==> config.mk <==
export PLATFORM = sky130hd
export DESIGN_NAME = ssd_strap_decoder
export DESIGN_NICKNAME = d
export VERILOG_FILES = /design/src/rtl/ssd_pkg.sv /design/src/rtl/ssd_strap_decoder.sv
export SDC_FILE = /design/constraint.sdc
export NUM_CORES = 1
export LEC_CHECK = 0
export BUFFER_PORTS_ARGS = -buffer_cell sky130_fd_sc_hd__buf_2
export CAP_MARGIN = 40
export CELL_PAD_IN_SITES_DETAIL_PLACEMENT = 1
export CELL_PAD_IN_SITES_GLOBAL_PLACEMENT = 1
export CORE_MARGIN = 3
export CORE_UTILIZATION = 32
export DETAILED_ROUTE_END_ITERATION = 10
export PLACE_DENSITY_LB_ADDON = 0.1
export SLEW_MARGIN = 10
export SYNTH_ARGS = -nofsm -noshare
export SYNTH_HDL_FRONTEND = slang
export SYNTH_SLANG_ARGS = --single-unit
==> constraint.sdc <==
create_clock -name sys_clk_i -period 2.19 [get_ports sys_clk_i]
set_clock_uncertainty 0.15 [all_clocks]
set_input_delay 0.438 -clock sys_clk_i [delete_from_list [all_inputs] [get_ports sys_clk_i]]
set_output_delay 0.438 -clock sys_clk_i [all_outputs]
set_load 0.05 [all_outputs]
==> src/rtl/ssd_pkg.sv <==
package ssd_pkg;

    // clock and probe timing
    localparam int unsigned CLK_PERIOD_NS = 100;
    localparam int unsigned PROBE_SETTLE_NS = 1000;
    // least settle time, rounded up to whole cycles
    localparam int unsigned PROBE_CYC = (PROBE_SETTLE_NS + CLK_PERIOD_NS - 1) / CLK_PERIOD_NS;
    localparam int unsigned CNT_W = 4;
    localparam logic [CNT_W-1:0] PROBE_LAST = CNT_W'(PROBE_CYC - 1);
    localparam logic [CNT_W-1:0] CNT_RST = 4'h0;

    // strap pin indices
    localparam int unsigned NUM_STRAP = 3;
    localparam int unsigned PIN_SWING = 0;
    localparam int unsigned PIN_EDGE = 1;
    localparam int unsigned PIN_MODE = 2;

    // register map (byte addresses)
    localparam int unsigned ADDR_W = 12;
    localparam logic [ADDR_W-1:0] REG_STATUS = 12'h000;
    localparam logic [ADDR_W-1:0] REG_CTRL = 12'h004;
    localparam logic [ADDR_W-1:0] REG_CONFIG = 12'h008;

    // field positions
    localparam int unsigned CTRL_REPROBE_BIT = 0;
    localparam int unsigned ST_PIN_LSB = 0;
    localparam int unsigned ST_VALID_BIT = 8;
    localparam int unsigned ST_EXT_BIT = 9;
    localparam int unsigned ST_FAULT_BIT = 10;
    localparam int unsigned ST_PROBING_BIT = 11;
    localparam int unsigned CF_RANGE_BIT = 0;
    localparam int unsigned CF_SWING_BIT = 1;
    localparam int unsigned CF_EDGE_BIT = 2;
    localparam int unsigned CF_DDR_BIT = 3;

    typedef enum logic [1:0] {SSD_PIN_LOW, SSD_PIN_HIGH, SSD_PIN_FLOAT} ssd_pin_e;
    typedef enum logic [1:0] {SSD_DRV_HI, SSD_DRV_LO, SSD_RESOLVE, SSD_HOLD} ssd_probe_e;

    typedef struct packed {
        logic range_870;
        logic swing_700;
        logic edge_pos;
        logic ddr;
        logic ext_ctrl;
        logic valid;
        logic swing_fault;
    } ssd_cfg_s;

    typedef struct packed {
        logic psel;
        logic penable;
        logic pwrite;
        logic [ADDR_W-1:0] paddr;
        logic [31:0] pwdata;
    } ssd_apb_req_s;

    typedef struct packed {
        logic pready;
        logic pslverr;
        logic [31:0] prdata;
    } ssd_apb_rsp_s;

    // values after reset
    localparam ssd_cfg_s CFG_RST = '0;
    localparam ssd_pin_e PIN_RST = SSD_PIN_LOW;
    localparam ssd_probe_e PROBE_RST = SSD_DRV_HI;
    localparam logic [31:0] RDATA_RST = 32'h0000_0000;

endpackage : ssd_pkg

==> src/rtl/ssd_strap_decoder.sv <==
// Behaviour
// - firm mode pin: serial port stays inactive, settings come from strap pins
// - extended control mode only when mode pin floats; board must leave it open
// - strapped mode: mode pin low gives 650 mV range, high gives 870 mV
// - strapped mode: swing pin low gives 0.50 V, high 0.70 V; float is a fault
// - strapped mode: edge pin low selects negative edge, high positive edge
// - strapped mode: edge pin floating selects double data rate; edge choice then ignored
// - extended mode: swing pin is serial clock, edge pin data, select comes from serial_port_select_n_i
`timescale 1ns/1ps
module ssd_strap_decoder
    import ssd_pkg::*;
(
    // clock and reset
    input wire logic sys_clk_i,
    input wire logic rstn_i,
    // apb slave
    input wire ssd_apb_req_s apb_i,
    output ssd_apb_rsp_s apb_o,
    // strap pins: swing/serial clock, edge/serial data, mode
    input wire logic [NUM_STRAP-1:0] strap_in_i,
    output logic [NUM_STRAP-1:0] strap_out_o,
    output logic [NUM_STRAP-1:0] strap_oe_o,
    input wire logic serial_port_select_n_i,
    // decoded configuration
    output ssd_cfg_s cfg_o,
    // serial control port towards the register logic
    output logic serial_clk_o,
    output logic serial_port_data_o,
    output logic serial_port_select_o
);

    localparam int PROBE_DLY = PROBE_CYC;

    ssd_probe_e state;
    ssd_probe_e next_state;
    logic [CNT_W-1:0] cnt;
    logic [CNT_W-1:0] next_cnt;
    logic [NUM_STRAP-1:0] hi_seen;
    logic [NUM_STRAP-1:0] next_hi_seen;
    logic [NUM_STRAP-1:0] lo_seen;
    logic [NUM_STRAP-1:0] next_lo_seen;
    ssd_pin_e pin_dec [NUM_STRAP];
    ssd_pin_e pin_state [NUM_STRAP];
    ssd_pin_e next_pin_state [NUM_STRAP];
    ssd_cfg_s cfg_q;
    ssd_cfg_s next_cfg;
    logic sclk;
    logic next_sclk;
    logic serial_port_data;
    logic next_serial_port_data;
    logic ssel;
    logic next_ssel;
    logic [31:0] rdata;
    logic [31:0] next_rdata;
    logic slverr;
    logic next_slverr;
    logic apb_setup;
    logic apb_access;
    logic reprobe_wr;
    logic serial_live;
    logic probing;

    assign apb_setup = apb_i.psel && !apb_i.penable;
    assign apb_access = apb_i.psel && apb_i.penable;
    assign reprobe_wr = apb_access && apb_i.pwrite && (apb_i.paddr == REG_CTRL)
        && apb_i.pwdata[CTRL_REPROBE_BIT];
    assign probing = (state == SSD_DRV_HI) || (state == SSD_DRV_LO);

    // weak drive high then low; a pin that follows both ways is floating
    assign strap_oe_o = probing ? 3'h7 : 3'h0;
    assign strap_out_o = (state == SSD_DRV_HI) ? 3'h7 : 3'h0;

    // per-pin capture and decode
    for (genvar gi = 0; gi < NUM_STRAP; gi++)
    begin : g_pin
        assign next_hi_seen[gi] = ((state == SSD_DRV_HI) && (cnt == PROBE_LAST))
            ? strap_in_i[gi] : hi_seen[gi];
        assign next_lo_seen[gi] = ((state == SSD_DRV_LO) && (cnt == PROBE_LAST))
            ? strap_in_i[gi] : lo_seen[gi];
        // a firm high wins over our weak low, a firm low over our weak high
        assign pin_dec[gi] = (hi_seen[gi] && !lo_seen[gi]) ? SSD_PIN_FLOAT
            : (lo_seen[gi] ? SSD_PIN_HIGH : SSD_PIN_LOW);
        assign next_pin_state[gi] = (state == SSD_RESOLVE) ? pin_dec[gi] : pin_state[gi];
    end

    // probe sequencer; reprobe only honoured once settled
    always_comb
    begin
        next_state = state;
        next_cnt = cnt;
        case (state)
            SSD_DRV_HI, SSD_DRV_LO:
            begin
                if (cnt == PROBE_LAST)
                begin
                    next_cnt = CNT_RST;
                    next_state = (state == SSD_DRV_HI) ? SSD_DRV_LO : SSD_RESOLVE;
                end
                else
                begin
                    next_cnt = cnt + 4'h1;
                end
            end
            SSD_RESOLVE:
            begin
                next_state = SSD_HOLD;
            end
            SSD_HOLD:
            begin
                // static once resolved, pins are left alone
                if (reprobe_wr)
                begin
                    next_state = SSD_DRV_HI;
                end
            end
            default:
            begin
                next_state = PROBE_RST;
                next_cnt = CNT_RST;
            end
        endcase
    end

    always_ff @(posedge sys_clk_i or negedge rstn_i)
    begin
        if (!rstn_i)
        begin
            state <= PROBE_RST;
            cnt <= CNT_RST;
            hi_seen <= 3'h0;
            lo_seen <= 3'h0;
        end
        else
        begin
            state <= next_state;
            cnt <= next_cnt;
            hi_seen <= next_hi_seen;
            lo_seen <= next_lo_seen;
        end
    end

    // configuration decode
    always_comb
    begin
        next_cfg = cfg_q;
        if (state == SSD_DRV_HI)
        begin
            next_cfg.valid = 1'b0;
        end
        else if (state == SSD_RESOLVE)
        begin
            next_cfg = CFG_RST;
            next_cfg.valid = 1'b1;
            if (pin_dec[PIN_MODE] == SSD_PIN_FLOAT)
            begin
                // settings belong to the serial registers now
                next_cfg.ext_ctrl = 1'b1;
            end
            else
            begin
                next_cfg.range_870 = (pin_dec[PIN_MODE] == SSD_PIN_HIGH);
                next_cfg.swing_700 = (pin_dec[PIN_SWING] == SSD_PIN_HIGH);
                next_cfg.swing_fault = (pin_dec[PIN_SWING] == SSD_PIN_FLOAT);
                next_cfg.ddr = (pin_dec[PIN_EDGE] == SSD_PIN_FLOAT);
                next_cfg.edge_pos = (pin_dec[PIN_EDGE] == SSD_PIN_HIGH);
            end
        end
    end

    always_ff @(posedge sys_clk_i or negedge rstn_i)
    begin
        if (!rstn_i)
        begin
            cfg_q <= CFG_RST;
            for (int i = 0; i < NUM_STRAP; i++)
            begin
                pin_state[i] <= PIN_RST;
            end
        end
        else
        begin
            cfg_q <= next_cfg;
            pin_state <= next_pin_state;
        end
    end

    assign cfg_o = cfg_q;

    // serial port pins pass through only in settled extended mode
    assign serial_live = (state == SSD_HOLD) && cfg_q.ext_ctrl && cfg_q.valid;

    always_comb
    begin
        next_sclk = serial_live && strap_in_i[PIN_SWING];
        next_serial_port_data = serial_live && strap_in_i[PIN_EDGE];
        next_ssel = serial_live && !serial_port_select_n_i;
    end

    always_ff @(posedge sys_clk_i or negedge rstn_i)
    begin
        if (!rstn_i)
        begin
            sclk <= 1'b0;
            serial_port_data <= 1'b0;
            ssel <= 1'b0;
        end
        else
        begin
            sclk <= next_sclk;
            serial_port_data <= next_serial_port_data;
            ssel <= next_ssel;
        end
    end

    assign serial_clk_o = sclk;
    assign serial_port_data_o = serial_port_data;
    assign serial_port_select_o = ssel;

    // apb: read data captured in setup so the access phase answers at once
    always_comb
    begin
        next_rdata = rdata;
        next_slverr = slverr;
        if (apb_setup)
        begin
            next_rdata = RDATA_RST;
            next_slverr = 1'b0;
            case (apb_i.paddr)
                REG_STATUS:
                begin
                    for (int i = 0; i < NUM_STRAP; i++)
                    begin
                        next_rdata[ST_PIN_LSB + 2 * i +: 2] = pin_state[i];
                    end
                    next_rdata[ST_VALID_BIT] = cfg_q.valid;
                    next_rdata[ST_EXT_BIT] = cfg_q.ext_ctrl;
                    next_rdata[ST_FAULT_BIT] = cfg_q.swing_fault;
                    next_rdata[ST_PROBING_BIT] = probing;
                end
                REG_CONFIG:
                begin
                    next_rdata[CF_RANGE_BIT] = cfg_q.range_870;
                    next_rdata[CF_SWING_BIT] = cfg_q.swing_700;
                    next_rdata[CF_EDGE_BIT] = cfg_q.edge_pos;
                    next_rdata[CF_DDR_BIT] = cfg_q.ddr;
                end
                REG_CTRL:
                begin
                    next_rdata = RDATA_RST;
                end
                default:
                begin
                    next_slverr = 1'b1;
                end
            endcase
        end
    end

    always_ff @(posedge sys_clk_i or negedge rstn_i)
    begin
        if (!rstn_i)
        begin
            rdata <= RDATA_RST;
            slverr <= 1'b0;
        end
        else
        begin
            rdata <= next_rdata;
            slverr <= next_slverr;
        end
    end

    assign apb_o.pready = apb_access;
    assign apb_o.pslverr = apb_access && slverr;
    assign apb_o.prdata = rdata;
endmodule : ssd_strap_decoder

==> summary.md, run 1 <==
| Metric | Value |
|---|---|
| Drt pass-1 iters | `4` |
| CP startpoint kind | `register` |
| Vias in the first global route | `1,353` |
| Initial Util | `between 30% and 40%` |
| Final setup margin | `approximately 0.15 ns` |
| CTS Buf Count | `5` |
| Initial antenna violation count | `0` |
| Drt wl/cell | `13.8 um` |
| # rows | `27` |
| Setup WS pre-CTS | `0.156 ns` |
| Postcts setup bufs | `0` |
| Routability cong. | `0.693` |
| RSZ-0062 raised after global routing | `no` |
| Antenna Nets Post-Route | `0` |
| EDFF count, synth | `0` |
| Ys flop type | `dfrtp_1` |
| Final Critical Period | `slightly above 2 ns` |
| CP max FO | `5` |
| Setup Crit Path Kind | `reg -> out` |
| Worst path required time | `between 1.5 and 2 ns` |
| Netlist Area Pre-Place | `roughly 1800 um2` |
| # hold bufs at CTS | `0` |
| Clock-pin slew on the worst setup and hold paths | `0.07 ns` |
| Largest net degree at the start of global routing | `37` |
| Final Net Count | `between 200 and 300` |
| Sequential share of the synthesized area | `48.8%` |
| DRT iter0 DRCs | `42` |
| Yosys Warn Count | `0` |
| Hold Path Class | `in -> async` |
| Clock root buffer | `clkbuf_8` |
| Max Cap Viol | `0` |
| GR Overflow Total | `0` |
| Pleak | `roughly 1.1 nW` |
| CP delay by family, top | `buffers and inverters` |
| Number of gates resized after cts | `0` |
| Syn Inst Count | `around 180` |
| Detail-routed via count per cell | `roughly 4.5` |
| DIE AREA | `6720 um2` |
| Mean post-synth cell area | `between 10 and 15 um2` |
| Worst slew margin | `~64%` |
| Most frequent CP cell | `inv_1` |
| Number of synthesized register bits | `36` |
| DIE HEIGHT | `slightly above 80 um` |
| Port Buffers | `roughly 50` |
| Worst-path cell chain | `inv_1 -> ha_1 -> nor2_4 -> inv_1 -> buf_4` |
| Slew Viols, Final | `0` |
| Area grow syn2layout | `15.1%` |
| Buffers & Inverters on Critical Path | `3` |
| CTS HTree Levels | `2` |
| Total power draw | `approximately 0.0030 W` |
| Final hold vios | `0` |
| Post-synth cell types | `34` |
| Final setup violation count | `0` |
| Hpwl dp | `approximately 3200 um` |
| CTS Buffer Depth | `2` |
| Chip Width | `82.0 um` |
| Slowest cell on crit path | `dfrtp_1` |
| Placed instance count | `285` |
| N_diodes | `0` |
| Power per cell area | `around 1400 nW/um2` |
| FFs w/ async S/R, synth | `100%` |
| Fin cells | `293` |
| Drt drc | `0` |
| Clk_lat worst skew | `~0.28 ns` |
| CTS tree | `built` |
| Status | `complete, no violations` |
| Area of the core | `5540 um2` |
| Total negative slack | `0 ns` |
| Ports | `103` |
| Worst-Margin Slew | `~0.54 ns` |
| Worst IR drop on VDD | `roughly 0.65 mV` |
| First-pass GRT wire length | `about 6300 um` |
| Clock sink count | `36` |
| WP data arrival | `between 1 and 1.5 ns` |
| GRT Total Usage | `between 10% and 20%` |
| Share of layout cells above drive strength 1 | `approximately 31%` |
| Critical Path End Type | `primary output` |
| Max Clock Freq | `roughly 490 MHz` |
| Fin crit share | `93.3%` |
| Critical Path Max Stage Delay | `0.40 ns` |
| Vias | `1,306` |
| Total wire length | `just over 4000 um` |
==> per-stage QoR <==
step / area, um2 / hold WS (ns) / util [%]
3_3_place_gp: 2020 / 0.312 / 36.5
5_1_grt: 2130 / 0.0631 / 38.4
4_1_cts: 2110 / 0.0569 / 38.1
2_1_floorplan: 1930 / -0.00759 / -
3_5_place_dp: 2020 / 0.317 / 36.5
6_report: 2130 / 0.0351 / 38.4
==> final cells by class <==
type / instances / area (um2)
inverter: 13 / 48.8
tap: 72 / 90.1
timing repair buffer: 51 / 268
fill: 654 / 3410
multi-input combinational: 113 / 728
clock buffer: 8 / 90.1
sequential: 36 / 901
==> synthesized netlist by cell type, types with 2 or more instances <==
cell type  count  area (um2)
a21o_1         2        15.0
a21oi_1        2        10.0
a22o_1         5        43.8
buf_4         31         233
clkbuf_1       3        11.3
dfrtp_1       36         901
ha_1           4        50.1
inv_1         13        48.8
mux2_2         6        67.6
mux2i_1        5        50.1
nand2_1       14        52.6
nand3_1        5        25.0
nand4_1        2        12.5
nor2_1         6        22.5
nor2b_1        5        31.3
nor3b_1        2        15.0
nor4_4         2        42.5
o21ai_0       14        70.1
o21ai_1        2        10.0
o22ai_1        2        12.5
xnor2_1        2        17.5
==> kinds of logic after synthesis <==
logic type      count (synthesis)  synth area share (%)
mux                            12                  6.98
fa+ha+maj                       4                  2.71
buf+inv                        48                  16.5
simple gates                   45                  14.7
flops                          36                  48.8
compound gates                 28                  9.21
xor+xnor                        2                 0.949
other cells                     1                 0.203
==> placed cells by master, fill, tap and decap left out, drive strengths merged <==
cell,netlist,routed
nor4bb,1,1
nand2,14,14
mux2,7,7
a22o,5,5
clkbuf,3,8
nand2b,1,1
conb,1,22
a21o,2,2
and3,1,1
a21oi,3,3
or2b,1,1
nor2,7,7
dfrtp,36,36
and4bb,1,1
nand4,2,2
and4b,1,1
xnor2,2,2
nor4,2,2
nor3,1,1
buf,32,51
o21ai,16,16
nor3b,2,2
ha,4,4
nand3,5,5
o22ai,2,2
inv,13,13
mux2i,5,5
nor2b,5,5
and2,1,1
==> report_power, final <==
part | internal [W] | total [W] | switching [W] | leakage (nW)
sequential | 0.000888 | 0.00106 | 0.000176 | 0.452
clock | 0.000257 | 0.000480 | 0.000223 | 0.0455
combinational | 0.000467 | 0.00149 | 0.00102 | 0.611
==> final timing paths <==
check                                                  to  cells after the start              startpoint  slack [ns]
setup / recovery                            strap_oe_o[2]                      5    state[0]$_DFFE_PN0P_        0.15
hold / removal                       rdata[0]$_DFFE_PN0P_                      2                  rstn_i        0.04
setup reg to reg                       cnt[3]$_DFFE_PN0N_                      7    state[0]$_DFFE_PN0P_        0.29
hold reg to reg                    hi_seen[0]$_DFFE_PN0P_                      2  hi_seen[0]$_DFFE_PN0P_        0.33
max in group asynchronous          hi_seen[2]$_DFFE_PN0P_                      2                  rstn_i        1.52
min in group sys_clk_i     serial_port_select_o$_DFF_PN0_                      2  serial_port_select_n_i        0.15
==> layer usage <==
layer,share of wire (%),vias to the layer above,global-route usage [%]
met5,0,-,0
met4,0.47,0,3.49
met3,9.2,2,3.95
met2,49,59,22.1
met1,41,624,14.2
li1,-,621,-
==> state kept, by name, indices dropped and copies added, names as in the netlist <==
signal and cells:
state 2, slverr 1, cnt 4, rdata 9, hi_seen 3, serial_port_select_o 1, cfg_o 7, pin_state 4
serial_port_data_o 1, serial_clk_o 1, lo_seen 3
Power figures use the tool's default switching activity.
==> run 2: changes to the inputs <==
--- a/config.mk
+++ b/config.mk
@@ -5,14 +5,17 @@
 export SDC_FILE = /design/constraint.sdc
 export NUM_CORES = 1
 export LEC_CHECK = 0
+export ABC_AREA = 1
 export BUFFER_PORTS_ARGS = -buffer_cell sky130_fd_sc_hd__buf_2
 export CAP_MARGIN = 40
 export CELL_PAD_IN_SITES_DETAIL_PLACEMENT = 1
 export CELL_PAD_IN_SITES_GLOBAL_PLACEMENT = 1
 export CORE_MARGIN = 3
-export CORE_UTILIZATION = 32
+export CORE_UTILIZATION = 31
 export DETAILED_ROUTE_END_ITERATION = 10
 export PLACE_DENSITY_LB_ADDON = 0.1
+export RECOVER_POWER = 25
+export SETUP_SLACK_MARGIN = 0.15
 export SLEW_MARGIN = 10
 export SYNTH_ARGS = -nofsm -noshare
 export SYNTH_HDL_FRONTEND = slang
==> run 2 against run 1 <==
Compared with the run above: final cell count is 22% higher; synthesized cell count is 31% higher; cell area is 5.9% higher; clock-buffer cell count is 2 lower; global-route usage is 0.23 points lower; first-iteration DRC count is 9.5% lower; critical path depth stayed put; largest cell class unchanged.
==> summary.md, run 2 <==
| Metric | Value |
|---|---|
| Routability cong. | `roughly 0.7` |
| Slew Viols, Final | `0` |
| Final Net Count | `~340` |
| Initial antenna violation count | `0` |
| Critical Path End Type | `primary output` |
| Mean post-synth cell area | `8.30 um2` |
| Clock root buffer | `clkbuf_8` |
| Port Buffers | `49` |
| Top cell type's share of synthesized area | `between 40% and 50%` |
| DIE AREA | `~7000 um2` |
| Commonest cells after routing, fill and taps aside | `nand2_1, buf_2, dfrtp_1` |
| # rows | `28` |
| Drt drc | `0` |
| Worst IR drop on VDD | `0.516 mV` |
| Area of the core | `5960 um2` |
| Max Clock Freq | `520 MHz` |
| Clock-pin slew on the worst setup and hold paths | `around 0.070 ns` |
| Vias in the first global route | `1,501` |
| Yosys Warn Count | `0` |
| Area grow syn2layout | `17.4%` |
| Number of synthesized register bits | `36` |
| Power per cell area | `roughly 1300 nW/um2` |
| GRT Total Usage | `around an eighth` |
| Clock share of power | `~15%` |
| RSZ-0062 raised after global routing | `no` |
| Syn Inst Count | `about 230` |
| Largest net degree at the start of global routing | `37` |
| Hpwl dp | `3250 um` |
| Status | `complete, no violations` |
| Worst path required time | `between 1.5 and 2 ns` |
| # hold bufs at CTS | `0` |
| DIE HEIGHT | `approximately 85 um` |
| Drt pass-1 iters | `4` |
| Register name with the most flops | `rdata` |
| Commonest cells post-synth | `nand2_1, dfrtp_1, buf_4, inv_1, o21ai_0` |
| Post-synth cell types | `22` |
| CTS Buf Count | `5` |
| Internal Pwr Total | `between 0.0015 and 0.002 W` |
| Final setup violation count | `0` |
| Detail-routed via count per cell | `4.20` |
| Sequential share of the synthesized area | `a little under half` |
| Synth area leaders | `dfrtp_1, nand2_1, buf_4, inv_1, o21ai_0` |
| First-pass GRT wire length | `6980 um` |
| WP data arrival | `~1.3 ns` |
| Final Critical Period | `approximately 1.9 ns` |
| Most common cell after layout, fill and taps aside | `nand2_1` |
| Ports | `roughly 100` |
| Hold Path Class | `in -> reg` |
| Share of layout cells above drive strength 1 | `28.0%` |
| GR Overflow Total | `0` |
| DRT iter0 DRCs | `38` |
| Pleak | `1.32 nW` |
| Sw frac | `between 40% and 50%` |
| EDFF count, synth | `0` |
| CTS tree | `built` |
| Clock sink count | `36` |
| Total negative slack | `0 ns` |
| N_diodes | `0` |
| Synth area leader | `dfrtp_1` |
| Sequential share of power | `between 30% and 40%` |
| Ys flop type | `dfrtp_1` |
| CP startpoint kind | `register` |
| Clk_lat worst skew | `0.28 ns` |
| Drt wl/cell | `11.7 um` |
| Total wire length | `roughly 4200 um` |
| Initial Util | `between 30% and 40%` |
| Chip Width | `84.7 um` |
| Flop-to-flop setup slack | `0.52 ns` |
| Antenna Nets Post-Route | `0` |
| FFs w/ async S/R, synth | `100%` |
| Comb power frac | `approximately 50%` |
| Final hold vios | `0` |
| Max Cap Viol | `0` |
| CTS HTree Levels | `2` |
| Sw Pwr | `0.00145 W` |
| Worst-Margin Slew | `a little over 0.9 ns` |
| Final Util | `between 30% and 40%` |
| Setup Crit Path Kind | `reg -> out` |
| Netlist Area Pre-Place | `1920 um2` |
| Largest register FFs | `9` |
| CP max FO | `6` |
| Most common cell in the synthesized netlist | `nand2_1` |
| Fin crit share | `roughly 88%` |
| Worst slew margin | `roughly two fifths` |
| CTS Buffer Depth | `2` |
| Vias | `1,498` |
[run 2: cell types whose count changed in the layout (fill, tap and decap cells not counted), moves of 5 or more]
cell / change
nand2_1: +54
nor2b_1: -5
mux2i_1: -5
a22o_1: -5
mux2_2: -6
nand3_1: +6
inv_1: +10
nor2_1: +11
[run 2: critical path, stage by stage, from the launching register on]
cell,delay (ns)
dfrtp_1,0.41
inv_1,0.13
ha_4,0.19
nor2_4,0.05
inv_2,0.10
buf_6,0.17
[run 2: cell families after synthesis]
family / after synthesis / share of synthesized area (%)
XOR/XNOR: 1 / 0.457
other: 1 / 0.196
AND/OR/NAND/NOR: 112 / 26.5
buffers and inverters: 58 / 17.9
AO/OA/AOI/OAI: 19 / 5.41
adder cells (fa/ha/maj): 4 / 2.61
flip-flops: 36 / 47.0
[run 2: worst paths after layout]
| path | to | from | cells past startpoint |
|---|---|---|---|
| min in group asynchronous | rdata[2]$_DFFE_PN0P_ | rstn_i | 2 |
| setup reg to reg | cfg_o[3]$_DFFE_PN0P_ | state[0]$_DFFE_PN0P_ | 7 |
| max in group asynchronous | cnt[3]$_DFFE_PN0N_ | rstn_i | 2 |
| setup / recovery | strap_oe_o[0] | state[0]$_DFFE_PN0P_ | 5 |
| hold / removal | serial_port_select_o$_DFF_PN0_ | serial_port_select_n_i | 2 |
| hold reg to reg | rdata[1]$_DFFE_PN0P_ | rdata[1]$_DFFE_PN0P_ | 2 |
[run 2: what timing repair did]
item,CTS,global route
pin swaps,1,1
resized for setup,8,1
gates cloned,0,0
endpoints found under the setup margin,3,3
buffers inserted,3,2
[run 2: area by class of cell]
cell class,instances,area [um2]
Inverter,25,93.8
Multi-Input combinational cell,158,771
Fill cell,768,3700
Clock buffer,6,72.6
Clock inverter,1,5.00
Tap cell,75,93.8
Sequential cell,36,901
Timing Repair Buffer,56,314
[run 2: metrics by stage]
step / total power [W] / cell area (um2) / cells / worst slack [ns] / hold WS (ns)
final: 0.00300 / 2250 / 357 / 0.268 / 0.143
after global routing: 0.00325 / 2250 / 357 / 0.187 / 0.144
after CTS: 0.00299 / 2230 / 355 / 0.180 / 0.0592
after detailed placement: 0.00242 / 2100 / 345 / 0.289 / 0.315
after global placement: 0.00239 / 2100 / 345 / 0.300 / 0.310
after floorplan: 0.00222 / 2000 / 252 / 0.301 / -0.00759
[run 2: layer usage]
metal / wire length [um] / vias to the layer above / GRT usage (%)
li1: - / 757 / -
met1: 1890 / 702 / 15.7
met2: 2010 / 35 / 20.0
met3: 231 / 4 / 3.24
met4: 45 / 0 / 3.88
met5: 0 / - / 0
[run 2: power by group through the flow]
stage	logic [W]	clock network (W)	registers, W
finish	0.00154	0.000442	0.00102
detailed placement	0.00137	0	0.00105
CTS	0.00150	0.000465	0.00103
floorplan	0.00109	0	0.00113
global placement	0.00135	0	0.00104
global route	0.00169	0.000496	0.00106
